[src/rtl/clt_params.svh]
// Offsets, field positions, reset values and timing constants of the charger limit/timer registers.
`ifndef CLT_PARAMS_SVH
`define CLT_PARAMS_SVH

`define CLT_OFS_CURR          8'h03
`define CLT_OFS_VOLT          8'h04
`define CLT_OFS_TMR           8'h05

`define CLT_CURR_RST          8'hF1
`define CLT_VOLT_RST          8'hA3
`define CLT_TMR_RST           8'h38

`define CLT_DSCHG_MSB         7
`define CLT_DSCHG_LSB         4
`define CLT_TERM_MSB          3
`define CLT_TERM_LSB          0
`define CLT_VREG_MSB          7
`define CLT_VREG_LSB          2
`define CLT_VPRE_BIT          1
`define CLT_VRECH_BIT         0
`define CLT_WDDIS_BIT         7
`define CLT_WD_MSB            6
`define CLT_WD_LSB            5
`define CLT_ENTERM_BIT        4
`define CLT_ENTMR_BIT         3
`define CLT_CHGTMR_MSB        2
`define CLT_CHGTMR_LSB        1
`define CLT_TERMTMR_BIT       0

`define CLT_DSCHG_STEP_MA     12'd200
`define CLT_TERM_LO_OFS_HMA   8'd5
`define CLT_TERM_LO_STEP_HMA  8'd10
`define CLT_TERM_HI_OFS_HMA   8'd4
`define CLT_TERM_HI_STEP_HMA  8'd8
`define CLT_VREG_OFS_MV       13'd3600
`define CLT_VREG_STEP_MV      13'd15
`define CLT_VPRE_LO_MV        12'd2800
`define CLT_VPRE_HI_MV        12'd3000
`define CLT_VRECH_LO_MV       8'd100
`define CLT_VRECH_HI_MV       8'd200
`define CLT_WD_P1_S           8'd40
`define CLT_WD_P2_S           8'd80
`define CLT_WD_P3_S           8'd160
`define CLT_CHG_H0            5'd20
`define CLT_CHG_H1            5'd5
`define CLT_CHG_H2            5'd8
`define CLT_CHG_H3            5'd12

`define CLT_CLK_HZ            200000000
`define CLT_WD_TICK_S         1
`define CLT_WD_TICK_CYC       (`CLT_WD_TICK_S * `CLT_CLK_HZ)

`endif

[src/rtl/clt_pkg.sv]
// Types shared by the charger limit/timer register files.
package clt_pkg;

    typedef enum logic [1:0] {
        WD_OFF,
        WD_RUN,
        WD_SUPPRESSED
    } clt_wd_state_t;

    typedef logic [7:0] clt_byte_t;

endpackage : clt_pkg

[src/rtl/clt_regs.sv]
// Charger discharge/termination, voltage and timer registers with host watchdog.
`timescale 1ns/100ps
`include "clt_params.svh"

module clt_regs
    import clt_pkg::*;
#(
    parameter logic [1:0]  OTP_WD_DEFAULT = 2'h1,
    parameter int unsigned TICK_CYCLES    = `CLT_WD_TICK_CYC
)(
    input  wire logic        clk,
    input  wire logic        rstn,
    input  wire logic        regWrEn,
    input  wire logic [7:0]  regAddr,
    input  wire logic [7:0]  regWrData,
    output logic [7:0]       regRdData,
    input  wire logic        swRegReset,
    input  wire logic        wdRestart,
    input  wire logic        batteryDischarging,
    output logic [11:0]      dischargeLimitMa,
    output logic [7:0]       terminationCurrentHalfMa,
    output logic [12:0]      regulationVoltageMv,
    output logic [11:0]      prechargeThresholdMv,
    output logic [7:0]       rechargeOffsetMv,
    output logic [7:0]       watchdogPeriodS,
    output logic [4:0]       fastChargeHours,
    output logic             discharge_watchdog_enable,
    output logic             terminationEnable,
    output logic             safetyTimerEnable,
    output logic             post_termination_timer_enable,
    output logic             watchdogFault,
    output logic             watchdog_expiry_reset
);

    // ------------------------------------------------------------
    // Elaboration checks
    // ------------------------------------------------------------
    if (TICK_CYCLES < 1) begin : g_bad_tick
        $error("TICK_CYCLES must be at least one");
    end

    // ------------------------------------------------------------
    // Reset values
    // ------------------------------------------------------------
    // The watchdog field takes its power-on value from the one-time
    // programmed default; reset and software reset load this byte, and
    // watchdog expiry loads its low seven bits but keeps the current bit 7.
    localparam clt_byte_t TMR_RST     = `CLT_TMR_RST;
    localparam clt_byte_t TMR_DEFAULT = {TMR_RST[7], OTP_WD_DEFAULT, TMR_RST[4:0]};
    localparam logic      WD_OTP_OFF  = (OTP_WD_DEFAULT == 2'h0);

    // ------------------------------------------------------------
    // Register storage
    // ------------------------------------------------------------
    clt_byte_t currReg_q;
    clt_byte_t currReg_d;
    clt_byte_t voltReg_q;
    clt_byte_t voltReg_d;
    clt_byte_t tmrReg_q;
    clt_byte_t tmrReg_d;
    logic [7:0] rdData_q;
    logic [7:0] rdData_d;

    logic wdExpire;

    // ------------------------------------------------------------
    // Write path
    // ------------------------------------------------------------
    wire hitCurr = regWrEn && (regAddr == `CLT_OFS_CURR);
    wire hitVolt = regWrEn && (regAddr == `CLT_OFS_VOLT);
    wire hitTmr  = regWrEn && (regAddr == `CLT_OFS_TMR);

    // Code 0000 lies outside the valid discharge range, so a write
    // carrying it keeps the previous limit instead of storing it.
    wire [3:0] wrDschg    = regWrData[`CLT_DSCHG_MSB:`CLT_DSCHG_LSB];
    wire       dschgValid = (wrDschg != 4'h0);
    wire [3:0] keptDschg  = dschgValid ? wrDschg : currReg_q[`CLT_DSCHG_MSB:`CLT_DSCHG_LSB];
    wire clt_byte_t currWr = {keptDschg, regWrData[`CLT_TERM_MSB:`CLT_TERM_LSB]};

    // Software reset beats watchdog expiry, which beats a host write.
    always_comb begin
        currReg_d = currReg_q;
        voltReg_d = voltReg_q;
        tmrReg_d  = tmrReg_q;
        if (swRegReset) begin
            currReg_d = `CLT_CURR_RST;
            voltReg_d = `CLT_VOLT_RST;
            tmrReg_d  = TMR_DEFAULT;
        end else if (wdExpire) begin
            currReg_d = `CLT_CURR_RST;
            voltReg_d = `CLT_VOLT_RST;
            tmrReg_d  = {tmrReg_q[`CLT_WDDIS_BIT], TMR_DEFAULT[6:0]};
        end else begin
            if (hitCurr) begin
                currReg_d = currWr;
            end
            if (hitVolt) begin
                voltReg_d = regWrData;
            end
            if (hitTmr) begin
                tmrReg_d = regWrData;
            end
        end
    end

    // ------------------------------------------------------------
    // Register update
    // ------------------------------------------------------------
    always_ff @(posedge clk or negedge rstn) begin
        if (!rstn) begin
            currReg_q <= `CLT_CURR_RST;
            voltReg_q <= `CLT_VOLT_RST;
            tmrReg_q  <= TMR_DEFAULT;
        end else begin
            currReg_q <= currReg_d;
            voltReg_q <= voltReg_d;
            tmrReg_q  <= tmrReg_d;
        end
    end

    // ------------------------------------------------------------
    // Read path
    // ------------------------------------------------------------
    // Read data is registered: it shows the addressed byte one cycle
    // after the address, and zero for any other offset.
    assign rdData_d = (regAddr == `CLT_OFS_CURR) ? currReg_q :
                      (regAddr == `CLT_OFS_VOLT) ? voltReg_q :
                      (regAddr == `CLT_OFS_TMR)  ? tmrReg_q  : 8'h00;

    always_ff @(posedge clk or negedge rstn) begin
        if (!rstn) begin
            rdData_q <= 8'h00;
        end else begin
            rdData_q <= rdData_d;
        end
    end

    assign regRdData = rdData_q;

    // ------------------------------------------------------------
    // Field decode
    // ------------------------------------------------------------
    logic [11:0] decDschg;
    logic [7:0]  decTerm;
    logic [12:0] decVreg;
    logic [11:0] decVpre;
    logic [7:0]  decVrech;
    logic [7:0]  decWdS;
    logic [4:0]  decChgH;

    clt_decode u_decode (
        .currReg                  (currReg_q),
        .voltReg                  (voltReg_q),
        .tmrReg                   (tmrReg_q),
        .dischargeLimitMa         (decDschg),
        .terminationCurrentHalfMa (decTerm),
        .regulationVoltageMv      (decVreg),
        .prechargeThresholdMv     (decVpre),
        .rechargeOffsetMv         (decVrech),
        .watchdogPeriodS          (decWdS),
        .fastChargeHours          (decChgH)
    );

    // ------------------------------------------------------------
    // Output registers
    // ------------------------------------------------------------
    logic [11:0] dschgOut_q;
    logic [7:0]  termOut_q;
    logic [12:0] vregOut_q;
    logic [11:0] vpreOut_q;
    logic [7:0]  vrechOut_q;
    logic [7:0]  wdSOut_q;
    logic [4:0]  chgHOut_q;
    logic [3:0]  flagsOut_q;

    wire [3:0] flagsNow = {tmrReg_q[`CLT_WDDIS_BIT],
                           tmrReg_q[`CLT_ENTERM_BIT],
                           tmrReg_q[`CLT_ENTMR_BIT],
                           tmrReg_q[`CLT_TERMTMR_BIT]};

    always_ff @(posedge clk or negedge rstn) begin
        if (!rstn) begin
            dschgOut_q <= 12'h000;
            termOut_q  <= 8'h00;
            vregOut_q  <= 13'h0000;
            vpreOut_q  <= 12'h000;
            vrechOut_q <= 8'h00;
            wdSOut_q   <= 8'h00;
            chgHOut_q  <= 5'h00;
            flagsOut_q <= 4'h0;
        end else begin
            dschgOut_q <= decDschg;
            termOut_q  <= decTerm;
            vregOut_q  <= decVreg;
            vpreOut_q  <= decVpre;
            vrechOut_q <= decVrech;
            wdSOut_q   <= decWdS;
            chgHOut_q  <= decChgH;
            flagsOut_q <= flagsNow;
        end
    end

    assign dischargeLimitMa              = dschgOut_q;
    assign terminationCurrentHalfMa      = termOut_q;
    assign regulationVoltageMv           = vregOut_q;
    assign prechargeThresholdMv          = vpreOut_q;
    assign rechargeOffsetMv              = vrechOut_q;
    assign watchdogPeriodS               = wdSOut_q;
    assign fastChargeHours               = chgHOut_q;
    assign discharge_watchdog_enable     = flagsOut_q[3];
    assign terminationEnable             = flagsOut_q[2];
    assign safetyTimerEnable             = flagsOut_q[1];
    assign post_termination_timer_enable = flagsOut_q[0];

    // ------------------------------------------------------------
    // Host watchdog
    // ------------------------------------------------------------
    // A prescaler makes one-second ticks; the seconds counter then
    // compares against the selected period, so no counter needs to
    // span the full tens of billions of clock cycles.
    clt_wd_state_t wdState_q;
    clt_wd_state_t wdState_d;
    logic [31:0]   tickCnt_q;
    logic [31:0]   tickCnt_d;
    logic [7:0]    secCnt_q;
    logic [7:0]    secCnt_d;
    logic          wdFault_q;
    logic          wdPulse_q;

    wire [1:0] wdCode   = tmrReg_q[`CLT_WD_MSB:`CLT_WD_LSB];
    wire       wdActive = (wdCode != 2'h0) &&
                          (!batteryDischarging || tmrReg_q[`CLT_WDDIS_BIT]);
    wire       tickDone = (tickCnt_q == 32'(TICK_CYCLES - 1));
    // A shortened period must not let the count run past its end and wrap.
    wire       secDone  = tickDone && (secCnt_q >= decWdS - 8'h01);
    wire       wdClear  = wdRestart || swRegReset || !wdActive;

    // ------------------------------------------------------------
    // Watchdog state machine
    // ------------------------------------------------------------
    always_comb begin
        wdState_d = wdState_q;
        tickCnt_d = tickCnt_q;
        secCnt_d  = secCnt_q;
        wdExpire  = 1'b0;
        unique case (wdState_q)
            WD_OFF: begin
                tickCnt_d = 32'h0000_0000;
                secCnt_d  = 8'h00;
                if (wdActive && !wdClear) begin
                    wdState_d = WD_OTP_OFF ? WD_SUPPRESSED : WD_RUN;
                end
            end
            WD_RUN, WD_SUPPRESSED: begin
                if (wdClear) begin
                    wdState_d = WD_OFF;
                    tickCnt_d = 32'h0000_0000;
                    secCnt_d  = 8'h00;
                end else if (secDone) begin
                    // Suppressed expiry restarts the count silently.
                    wdExpire  = (wdState_q == WD_RUN);
                    wdState_d = WD_OFF;
                    tickCnt_d = 32'h0000_0000;
                    secCnt_d  = 8'h00;
                end else if (tickDone) begin
                    tickCnt_d = 32'h0000_0000;
                    secCnt_d  = secCnt_q + 8'h01;
                end else begin
                    tickCnt_d = tickCnt_q + 32'h0000_0001;
                end
            end
        endcase
    end

    always_ff @(posedge clk or negedge rstn) begin
        if (!rstn) begin
            wdState_q <= WD_OFF;
            tickCnt_q <= 32'h0000_0000;
            secCnt_q  <= 8'h00;
        end else begin
            wdState_q <= wdState_d;
            tickCnt_q <= tickCnt_d;
            secCnt_q  <= secCnt_d;
        end
    end

    // ------------------------------------------------------------
    // Watchdog flags
    // ------------------------------------------------------------
    // The fault flag is cleared by a restart, but an expiry in the
    // same cycle wins so the event is never lost.
    wire wdFault_d = wdExpire | (wdFault_q & ~wdRestart);
    wire wdPulse_d = wdExpire;

    always_ff @(posedge clk or negedge rstn) begin
        if (!rstn) begin
            wdFault_q <= 1'b0;
            wdPulse_q <= 1'b0;
        end else begin
            wdFault_q <= wdFault_d;
            wdPulse_q <= wdPulse_d;
        end
    end

    assign watchdogFault         = wdFault_q;
    assign watchdog_expiry_reset = wdPulse_q;

endmodule // clt_regs

[src/rtl/clt_decode.sv]
// Combinational decode of the three configuration bytes into setpoints.
`timescale 1ns/100ps
`include "clt_params.svh"

module clt_decode
    import clt_pkg::*;
(
    input  wire clt_byte_t   currReg,
    input  wire clt_byte_t   voltReg,
    input  wire clt_byte_t   tmrReg,
    output logic [11:0]      dischargeLimitMa,
    output logic [7:0]       terminationCurrentHalfMa,
    output logic [12:0]      regulationVoltageMv,
    output logic [11:0]      prechargeThresholdMv,
    output logic [7:0]       rechargeOffsetMv,
    output logic [7:0]       watchdogPeriodS,
    output logic [4:0]       fastChargeHours
);

    // ------------------------------------------------------------
    // Field decoders
    // ------------------------------------------------------------
    function automatic logic [7:0] termDecode(input logic [3:0] code);
        if (code <= 4'h3) begin
            termDecode = `CLT_TERM_LO_OFS_HMA + `CLT_TERM_LO_STEP_HMA * {4'h0, code};
        end else begin
            termDecode = `CLT_TERM_HI_OFS_HMA + `CLT_TERM_HI_STEP_HMA * {4'h0, code};
        end
    endfunction

    wire [3:0] dschgCode = currReg[`CLT_DSCHG_MSB:`CLT_DSCHG_LSB];
    wire [5:0] vregCode  = voltReg[`CLT_VREG_MSB:`CLT_VREG_LSB];
    wire [1:0] wdCode    = tmrReg[`CLT_WD_MSB:`CLT_WD_LSB];
    wire [1:0] chgCode   = tmrReg[`CLT_CHGTMR_MSB:`CLT_CHGTMR_LSB];

    assign dischargeLimitMa = `CLT_DSCHG_STEP_MA * ({8'h00, dschgCode} + 12'd1);
    assign terminationCurrentHalfMa = termDecode(currReg[`CLT_TERM_MSB:`CLT_TERM_LSB]);
    assign regulationVoltageMv = `CLT_VREG_OFS_MV + `CLT_VREG_STEP_MV * {7'h00, vregCode};
    assign prechargeThresholdMv = voltReg[`CLT_VPRE_BIT] ? `CLT_VPRE_HI_MV : `CLT_VPRE_LO_MV;
    assign rechargeOffsetMv = voltReg[`CLT_VRECH_BIT] ? `CLT_VRECH_HI_MV : `CLT_VRECH_LO_MV;
    assign watchdogPeriodS = (wdCode == 2'h0) ? 8'h00 :
                             (wdCode == 2'h1) ? `CLT_WD_P1_S :
                             (wdCode == 2'h2) ? `CLT_WD_P2_S : `CLT_WD_P3_S;
    assign fastChargeHours = (chgCode == 2'h0) ? `CLT_CHG_H0 :
                             (chgCode == 2'h1) ? `CLT_CHG_H1 :
                             (chgCode == 2'h2) ? `CLT_CHG_H2 : `CLT_CHG_H3;

endmodule // clt_decode

[config.mk]
export PLATFORM = sky130hd
export DESIGN_NAME = clt_regs
export DESIGN_NICKNAME = d
export VERILOG_FILES = /design/src/rtl/clt_pkg.sv /design/src/rtl/clt_regs.sv /design/src/rtl/clt_decode.sv
export VERILOG_INCLUDE_DIRS = /design/src /design/src/rtl
export SDC_FILE = /design/constraint.sdc
export NUM_CORES = 1
export LEC_CHECK = 0
export BUFFER_PORTS_ARGS = -buffer_cell sky130_fd_sc_hd__buf_2
export CORE_MARGIN = 4
export CORE_UTILIZATION = 57
export CTS_BUF_LIST = sky130_fd_sc_hd__clkbuf_4 sky130_fd_sc_hd__clkbuf_8
export DETAILED_ROUTE_END_ITERATION = 16
export PLACE_DENSITY_LB_ADDON = 0.15
export SLEW_MARGIN = 5
export SYNTH_ARGS = -nofsm -noshare
export SYNTH_HDL_FRONTEND = slang
export SYNTH_SLANG_ARGS = --single-unit
[constraint.sdc]
create_clock -name clk -period 6.5 [get_ports clk]
set_input_delay 0.325 -clock clk [delete_from_list [all_inputs] [get_ports clk]]
set_output_delay 0.325 -clock clk [all_outputs]
set_load 0.1 [all_outputs]
* Word level (Yosys, flattened, before mapping) *
Index checks and enable logic that the tools add are counted.

word-level totals
  output and inout bits = 80
  register bits = 143
  logic and storage cells = 111
  input port bits = 22

operators by class
  multiply operators = 3
  reduce and logical (&&, ||, !) cells = 26
  mux-type cells = 37
  magnitude comparators = 2
  add/sub/neg operators = 7
  bitwise gates (word level) = 3
  equal/unequal tests = 14

operator list
  cell                                               count
  2-to-1 mux 8 bit                                   20
  2-to-1 mux 32 bit                                  3
  one-hot mux 32 bit (2 select lines)                1
  adder 32 x 1 -> 32 bit (second input constant)     1
  == test 32 x 28 -> 1 bit (second input constant)   1
  == test 8 x 3 -> 1 bit (second input constant)     2
  one-hot mux 8 bit (2 select lines)                 1
  adder 12 x 10 -> 13 bit (first input constant)     1
  multiplier 5 x 12 -> 9 bit (first input constant)  1
  nonzero test 3 bit                                 4
  multiplier 4 x 6 -> 10 bit (first input constant)  1
  2-to-1 mux 5 bit                                   2
  2-to-1 mux 9 bit                                   1
  adder 3 x 7 -> 8 bit (first input constant)        1
  adder 3 x 8 -> 8 bit (first input constant)        1
  adder 8 x 1 -> 8 bit (second input constant)       1
  == test 8 x 2 -> 1 bit (second input constant)     1
  >= comparator 8 bit                                1
  subtractor 8 x 1 -> 8 bit (second input constant)  1
  multiplier 3 x 4 -> 7 bit (first input constant)   1
  == test 2 x 1 -> 1 bit (second input constant)     3
  == test 2 bit (second input constant)              3
  logical AND 1 bit                                  6
  logical NOT 2 bit                                  3
  other kinds (19)                                   31

* Depth between registers and ports, before layout *
Gate-level depths: netlist of run 1.

  word-level depth = 12
  gate-level depth with buffers = 11
  depth with buffers taken out = 11

* Modules after synthesis *
From an unflattened synthesis of run 1, not the netlist that was laid out.

unflattened totals
  cell total of the unflattened synthesis = 664
  area total of the unflattened synthesis = 7260.7 µm²

modules (own cells, without submodules)
  module      seq. area each (µm²)  times used  cells each  area an instance (µm²)
  clt_regs    3643.5                1           494         5808.1
  clt_decode  0.0                   1           170         1452.6

* Worst setup path before layout of run 1 *
No wires, ideal clock.

  kind = reg2reg
  from = register voltReg_q[2]
  to = register vregOut_q[10] (netlist: regulationVoltageMv[10])
  buffers on the path = 0
  period minus slack after synthesis = 3191 ps
  path slack = 3309 ps
  data arrival time = 3111 ps
  stages on the path, launching flop included = 10
  setup time = 80 ps
  required time = 6420 ps
  cell sequence = dfrtp_1 -> fa_1 -> fa_1 -> fa_1 -> ha_1 -> a21o_1 -> a211oi_1 -> nor2_1 -> o41ai_1 -> xnor2_1

on the way
  cells in the longest elaborated chain, start to end = 2

RTL lines
  item                                         line             RTL
  from (decl)                                  clt_regs.sv:57   clt_byte_t voltReg_q;
  from (signal assigned)                       clt_regs.sv:112  voltReg_q <= `CLT_VOLT_RST;
  from (signal assigned)                       clt_regs.sv:116  voltReg_q <= voltReg_d;
  multiplier 4 x 6 -> 10 bit (no source line)  -
  adder 12 x 10 -> 13 bit (no source line)     -
  via decVreg[10]                              clt_regs.sv:145  logic [12:0] decVreg;
  to (signal assigned)                         clt_regs.sv:194  vregOut_q <= decVreg;
  to (decl)                                    clt_regs.sv:169  logic [12:0] vregOut_q;

The timed path passes the listed nets, and every way through them passes these cells.
A chain may end at the register's enable or synchronous reset.

* Worst setup path in the final report of run 1 *
Same ends and word-level chain as after synthesis.

==> metrics.txt, run 1 <==
Synth Warn #=0; max-cap violations=0; setup TNS=0 ps; hold crit path type=in2reg; nets=769; Rel. slew slack=22.7%; fillers=845; hold slack final=134 ps; CTS tree=built; Die ar.=12900 sq um; Overflow after GRT=0; Post-DRT Antenna Nets=0; vias in the first global route=4607; CTS resizes=0; Worst Setup SP=voltReg_q[2]; final slew viol count=0; area leader, netlist=dfrtp_1; HPWL Detailed=9130 um; share of cells above drive strength 1=21.3%; core area=10900 sq um; Synth Register Bits=122; final setup margin=3080 ps; Worst VDD drop=0.144 mV; fin util=66.6%; vias per inst=5.35; synthesized instance count=603; worst flop-to-flop path startpoint=voltReg_q[2]; Min-Delay Startpoint=regWrData[1]; ranking of synthesized cells by area=dfrtp_1 43%, ha_1 11%, dfstp_2 5.0%; Worst EP required=6860 ps; Worst Skew=11.0 ps; detailed router's first-iteration violation count=286; gpl congestion=0.837; Design Area, Final=7250 sq um; share of the synthesized area in the top cell type=43.3%; row count=38; chip width=114 um; Vert. Die Dim=114 um; crit-path max FO=6; Async SR Flop Fraction=100%; RSZ-0062 raised after global routing=no; total power=1.64 mW; status=completed; P&R area growth vs syn=14.1%; Peak Freq=0.293 GHz; Hold Vio Cnt, Final=0; Reg2Reg Depth=9; clock buffer depth=2; Yosys cell types=54; global-route wire length before repair=22000 um; Vias=4474; I/O pin count=102; syn avg cell area=10.5 sq um; number of detailed-route iterations in the first pass=5; Final Non-Filler Cells=836; commonest cells after routing, fill and taps aside=110 x dfrtp_1, 86 x buf_2, 54 x ha_1; largest net degree at the start of global routing=68; Leak=3.47 nW; CTS buffer count=17; Global Route Usage Sum=21.4%; most used flip-flop cell after synthesis=dfrtp_1; Area after DPL=6780 sq um; sequential fraction of the synthesis area=48.3%; Slew @ Worst Pin=1150 ps; r2r setup slk=3080 ps; Worst-Skew Late Latency=440 ps; dpl cells=803; Critical Setup Path Class=reg2reg; Reg clk slew, reported paths=80 ps; Synth Cell Area=6350 sq um; critical path startpoint category=register; DRC Markers=0; clock sink count=122; ANT cells=0; WL final=12800 um; Post-synth EDFFs=0; Final period util=52.6%; CTS H-tree lvls=4; min cycle time layout=3420 ps; count of final setup violators=0; Worst setup EP type=register; PD cells=226 nW/um^2; Cells on Worst Hold Path=3; Initial Utilization=58.4%; routed length per instance=15.3 um; most common cell after layout, fill and taps aside=dfrtp_1; CTS root buf=clkbuf_8; Buffers on Ports=87; initial antenna violation count=0; Setup WS pre-CTS=3100 ps; worst path arrival time=3770 ps
-- Yosys cell counts (all sizes together), types with 2 or more instances --
| library cell | number |
|---|---|
| dfstp | 12 |
| xnor2 | 32 |
| dfrtp | 110 |
| conb | 2 |
| nor2 | 53 |
| or4 | 4 |
| nand2b | 5 |
| o21ai | 2 |
| nand2 | 51 |
| o211ai | 3 |
| fa | 10 |
| inv | 41 |
| a222oi | 8 |
| a31oi | 3 |
| xor2 | 16 |
| nor3 | 16 |
| o21bai | 4 |
| and2 | 5 |
| mux2i | 7 |
| ha | 54 |
| a2bb2oi | 2 |
| nand3b | 2 |
| nor2b | 2 |
| nand3 | 37 |
| a21oi | 23 |
| or2 | 4 |
| o22ai | 4 |
| a21o | 4 |
| or3 | 4 |
| and3 | 8 |
| buf | 29 |
| clkbuf | 15 |
| nand4 | 8 |
| nor4 | 7 |
| and4 | 4 |
-- repair_timing --
item / 4_1_cts / 5_1_grt
endpoints found under the setup margin: 0 / 0
hold buffers: 1 / 0
setup buffers: 0 / 0
endpoints found under the hold margin: 18 / 0
-- path summary, 6_finish.rpt --
kind | end
worst min register to register | flagsOut_q[0]
worst max-delay path | regulationVoltageMv[10]
max in group asynchronous | tickCnt_q[16]
worst max register to register | regulationVoltageMv[10]
worst min-delay path | voltReg_q[1]
min in group asynchronous | tickCnt_q[25]
-- per-layer routing --
layer	vias to the layer above	part of all wire, %	GRT usage [%]
met5	-	0	0
met4	0	1.6	7.77
met3	22	5.8	5.73
met2	133	48	33.3
met1	2155	45	28.9
li1	2164	-	-
-- worst max-delay path: stages (launching register included) --
cell and delay, ps:
dfrtp_1 480, fa_1 550, fa_1 400, fa_1 500, ha_1 320, a21o_1 170
a211oi_1 220, nor2_1 90, o41ai_1 410, xnor2_1 190
-- cell families after synthesis --
family | synth area share [%]
simple gates | 16.7
buf+inv | 6.60
fa+ha+maj | 13.8
flops | 48.3
xor+xnor | 6.62
mux | 1.28
compound gates | 6.60
other cells | 0.118
-- power by group --
part | switching [mW] | leakage [nW] | total (mW) | internal (mW)
Sequential | 0.00146 | 1.56 | 0.764 | 0.762
Clock | 0.311 | 0.222 | 0.768 | 0.457
Combinational | 0.0959 | 1.68 | 0.109 | 0.0131
-- state kept, by name, summed over array words and instances, names as in the netlist --
signal	count
tmrReg_q	8
voltReg_q	8
dischargeLimitMa	9
watchdogPeriodS	4
prechargeThresholdMv	3
regulationVoltageMv	13
currReg_q	8
flagsOut_q	4
secCnt_q	8
rechargeOffsetMv	2
terminationCurrentHalfMa	8
watchdogFault	1
watchdog_expiry_reset	1
fastChargeHours	4
regRdData	8
wdState_q	1
tickCnt_q	32
-- area by class of cell --
class	count	area, sq um	share of cell area (%)
multi-input cells	409	2920	40.2
inverters	41	154	2.12
flip-flops and latches	122	3070	42.3
clock inverters	15	223	3.07
repair buffers	92	478	6.59
clock buffers	17	234	3.23
well taps	140	175	2.42
Note: power is estimated with default switching activity, not from simulation.
==> inputs of run 2 (changes only) <==
Clock period 6.5 ns to 3.4 ns, I/O delays scaled along.
==> metrics.txt, run 2 (synthesis results as in run 1) <==
Final period util=95.4%; critical path startpoint category=register; vias in the first global route=4666; Overflow after GRT=0; Hold Vio Cnt, Final=0; max-cap violations=0; Vias=4585; Die ar.=12900 sq um; HPWL Detailed=9260 um; gpl congestion=0.816; CTS tree=built; count of final setup violators=0; number of buffers and inverters on the critical path=0; Initial Utilization=58.4%; Peak Freq=0.308 GHz; post-CTS setup buffers=0; Reg clk slew, reported paths=70 ps; Slew @ Worst Pin=944 ps; WL final=13100 um; Worst EP required=3760 ps; P&R area growth vs syn=16.1%; Worst VDD drop=0.234 mV; I/O pin count=102; global-route wire length before repair=22200 um; Reg with most FFs=tickCnt_q; CTS root buf=clkbuf_8; net switching power=0.730 mW; Leak=3.55 nW; CP peak stage delay=540 ps; sw frac=23.4%; initial antenna violation count=0; Worst setup EP type=register; Post-DRT Antenna Nets=0; detailed router's first-iteration violation count=259; most used cell, CP=fa_1; Worst path slowest cell=fa_1; clock buffer depth=2; Vert. Die Dim=114 um; Global Route Usage Sum=21.4%; RSZ-0062 raised after global routing=no; number of detailed-route iterations in the first pass=5; routed length per instance=15.4 um; setup TNS=0 ps; P_int=2.38 mW; CTS H-tree lvls=4; CP cell instances=fa_1, fa_1, fa_1, ha_1, a21o_1, a211oi_1, nor2_1, o41ai_2, xnor2_1; PD cells=422 nW/um^2; share of cells above drive strength 1=22.3%; vias per inst=5.40; largest net degree at the start of global routing=70; DRC Markers=0; worst path arrival time=3600 ps; Worst Skew=11.1 ps; core area=10900 sq um; most common cell after layout, fill and taps aside=dfrtp_1; min cycle time layout=3240 ps; Buffers on Ports=87; final slew viol count=0; Worst-Skew Late Latency=430 ps; power share of the clock group=46.2%; Critical Setup Path Class=reg2reg; max reg flops=32; status=completed; row count=38; chip width=114 um; dpl cells=811; CTS buffer count=17; nets=783; ANT cells=0; clock sink count=122; Seq pwr share=46.9%; Rel. slew slack=36.8%; combinational power share=6.9%; commonest cells after routing, fill and taps aside=110 x dfrtp_1, 86 x buf_2, 54 x ha_1; total power=3.11 mW; hold crit path type=in2reg; crit-path max FO=4; CP top delay family=adder cells; Final Non-Filler Cells=849
[run 2: changes by cell type in the layout (fill, tap and decap cells not counted)]
cell	change
clkinv_2	-1
buf_4	+8
inv_6	-2
bufinv_16	-1
dlygate4sd3_1	+6
o41ai_2	+1
clkbuf_4	+3
clkinvlp_4	-2
a21oi_2	+2
clkinv_4	-2
clkbuf_8	+4
a21oi_1	-2
o41ai_1	-1
[run 2: stage by stage]
stage,instance area (sq um),util [%],worst slack [ps],hold WS (ps)
5_1_grt,7380,67.7,8.37,9.16
4_1_cts,7360,67.6,24.0,11.0
2_1_floorplan,6400,-,209,-126
3_5_place_dp,6840,62.8,36.0,340
6_report,7380,67.7,156,37.6
3_3_place_gp,6840,62.8,97.3,331
[run 2: routing by layer]
metal  vias up  global-route usage, %  part of all wire, %
li1       2203                      -                    -
met1      2214                   28.6                   43
met2       143                   34.1                   48
met3        25                   5.62                  6.6
met4         0                   7.45                  1.7
met5         -                      0                    0
[run 2: path summary, 6_finish.rpt]
check	from	to	slack [ps]	depth (start not counted)
worst max-delay path	voltReg_q[2]	regulationVoltageMv[10]	160	9
worst min-delay path	regWrData[7]	tmrReg_q[7]	40	3
worst max register to register	voltReg_q[2]	regulationVoltageMv[10]	160	9
worst min register to register	tmrReg_q[0]	flagsOut_q[0]	410	0
max in group asynchronous	rstn	currReg_q[5]	2050	3
min in group asynchronous	rstn	secCnt_q[7]	410	2
[run 2: final cells by class]
class	instances	area [sq um]
Multi-Input combinational cell	409	2930
Clock buffer	24	312
Sequential cell	122	3070
Timing Repair Buffer	106	598
Clock inverter	7	138
Fill cell	825	3510
Tap cell	140	175
Inverter	41	154
[run 2: power by group through the flow]
stage / Clock (mW) / Sequential, mW / Combinational [mW]
2_1_floorplan: 0 / 1.52 / 0.132
3_3_place_gp: 0 / 1.49 / 0.208
3_5_place_dp: 0 / 1.49 / 0.210
4_1_cts: 1.47 / 1.46 / 0.217
5_1_grt: 1.54 / 1.46 / 0.229
6_report: 1.44 / 1.46 / 0.215
[run 2: worst register-to-register path, stage by stage (launching register included)]
cell and delay, ps:
dfrtp_1 450, fa_1 540, fa_1 410, fa_1 510, ha_1 320, a21o_1 170, a211oi_1 240, nor2_1 100
o41ai_2 300, xnor2_1 160
[run 2: timing repair]
action	4_1_cts	5_1_grt
hold buffers	7	0
endpoints found under the setup margin	0	4
endpoints found under the hold margin	72	0
resized for setup	0	3
==> inputs of run 3 (changes only) <==
Settings changed: BUFFER_PORTS_ARGS -buffer_cell sky130_fd_sc_hd__buf_2 to unset, DONT_BUFFER_PORTS set to 1.
==> metrics.txt, run 3 (synthesis results as in run 1) <==
vias in the first global route=4453; I/O pin count=102; Final period util=96.7%; Min-Delay Startpoint=batteryDischarging; Cells on Worst Hold Path=2; Vias=4374; Reg2Reg Depth=9; row count=38; fillers=857; Slew @ Worst Pin=1020 ps; clock sink count=122; Vert. Die Dim=114 um; critical path startpoint category=register; Hold Vio Cnt, Final=0; Worst VDD drop=0.333 mV; largest net degree at the start of global routing=123; global-route wire length before repair=21600 um; Critical Setup Path Class=reg2reg; share of cells above drive strength 1=13.3%; r2r setup slk=110 ps; Overflow after GRT=0; P&R area growth vs syn=10.5%; Worst EP required=3690 ps; Post-DRT Antenna Nets=0; crit-path max FO=6; initial antenna violation count=0; status=completed; CTS tree=built; gpl congestion=0.800; Leak=3.18 nW; vias per inst=5.67; Initial Utilization=58.4%; CTS root buf=clkbuf_8; Multi-input gate area=2960 sq um; nets=705; max-cap violations=0; DRC Markers=0; Final Non-Filler Cells=772; most common cell after layout, fill and taps aside=dfrtp_1; routed length per instance=16.8 um; Rel. slew slack=31.6%; chip width=114 um; count of final setup violators=0; RSZ-0062 raised after global routing=yes; clock buffer depth=2; Reg clk slew, reported paths=70 ps; hold slack final=23.0 ps; Die ar.=12900 sq um; CTS buffer count=17; PD cells=405 nW/um^2; commonest cells after routing, fill and taps aside=102 x dfrtp_1, 54 x ha_1, 52 x nor2_1; ANT cells=0; WL final=12900 um; R2R Path End=regulationVoltageMv[12]; Worst-Skew Late Latency=430 ps; register area=3080 sq um; Worst setup EP type=register; number of detailed-route iterations in the first pass=5; Peak Freq=0.304 GHz; dpl cells=722; Worst Skew=7.29 ps; min cycle time layout=3290 ps; worst flop-to-flop path startpoint=voltReg_q[3]; worst path arrival time=3580 ps; CTS H-tree lvls=4; HPWL Detailed=8840 um; core area=10900 sq um; Buffers on Ports=0; hold crit path type=in2reg; Global Route Usage Sum=21.1%; max reg flops=32; Reg with most FFs=tickCnt_q; detailed router's first-iteration violation count=313; final slew viol count=0; Hold EP=wdState_q[0]
[run 3: changes by cell type in the layout (fill, tap and decap cells not counted), sizes merged]
cell,previous run,this run
buf,99,12
dlygate4sd3,7,16
clkinv,2,7
bufinv,4,1
clkbuf,24,23
[run 3: worst max-delay path: stages, from the launching register on]
cell and delay (ps):
dfrtp_2 460, fa_1 540, fa_2 410, fa_1 570, ha_1 250, a21o_1 190, a211oi_2 200, nor2_2 80
o41ai_4 330, nand2_1 120
[run 3: worst max-delay path by stage]
stage / from / to / cells after the start
final: voltReg_q[3] / regulationVoltageMv[12] / 9
after global routing: voltReg_q[3] / regulationVoltageMv[9] / 10
after CTS: voltReg_q[2] / regulationVoltageMv[9] / 10
after detailed placement: voltReg_q[2] / regulationVoltageMv[12] / 9
after global placement: voltReg_q[2] / regulationVoltageMv[10] / 9
after floorplan: voltReg_q[2] / regulationVoltageMv[10] / 9
[run 3: per-stage QoR]
stage                     util [%]  TNS (ps)  setup WS [ps]  instance area [sq um]  total power, mW
final                         64.5         0            114                   7020             2.84
after global placement        58.9         0            100                   6420             1.64
after CTS                     64.1         0           53.5                   6980             2.87
after global routing          64.5     -22.6          -15.3                   7020             2.94
after floorplan                  -         0            209                   6400             1.65
after detailed placement      58.9     -71.4          -50.5                   6420             1.64
[run 3: what timing repair did]
item,4_1_cts,5_1_grt
setup buffers,0,1
pin swaps,0,8
endpoints found under the setup margin,3,3
endpoints found under the hold margin,148,0
hold buffers,17,0
gates resized for setup,2,9
[run 3: area by class of cell]
| type | instances | area share [%] |
|---|---|---|
| clock buffer | 23 | 4.15 |
| clock inverter | 9 | 1.03 |
| inverter | 41 | 2.19 |
| multi-input combinational | 409 | 42.1 |
| sequential | 122 | 43.9 |
| tap | 140 | 2.50 |
| timing repair buffer | 28 | 4.14 |
[run 3: report_power, final]
group | total, mW | internal [mW] | switching (mW)
clock | 1.17 | 0.638 | 0.534
combinational | 0.171 | 0.0272 | 0.143
sequential | 1.50 | 1.46 | 0.0386
total | 2.84 | 2.12 | 0.716
[run 3: per-layer routing]
| metal | global-route usage [%] | wire (um) | vias up |
|---|---|---|---|
| met5 | 0 | 0 | - |
| met2 | 32.6 | 6160 | 162 |
| met4 | 9.13 | 268 | 0 |
| met3 | 5.36 | 845 | 28 |
| li1 | - | - | 2049 |
| met1 | 28.4 | 5670 | 2135 |
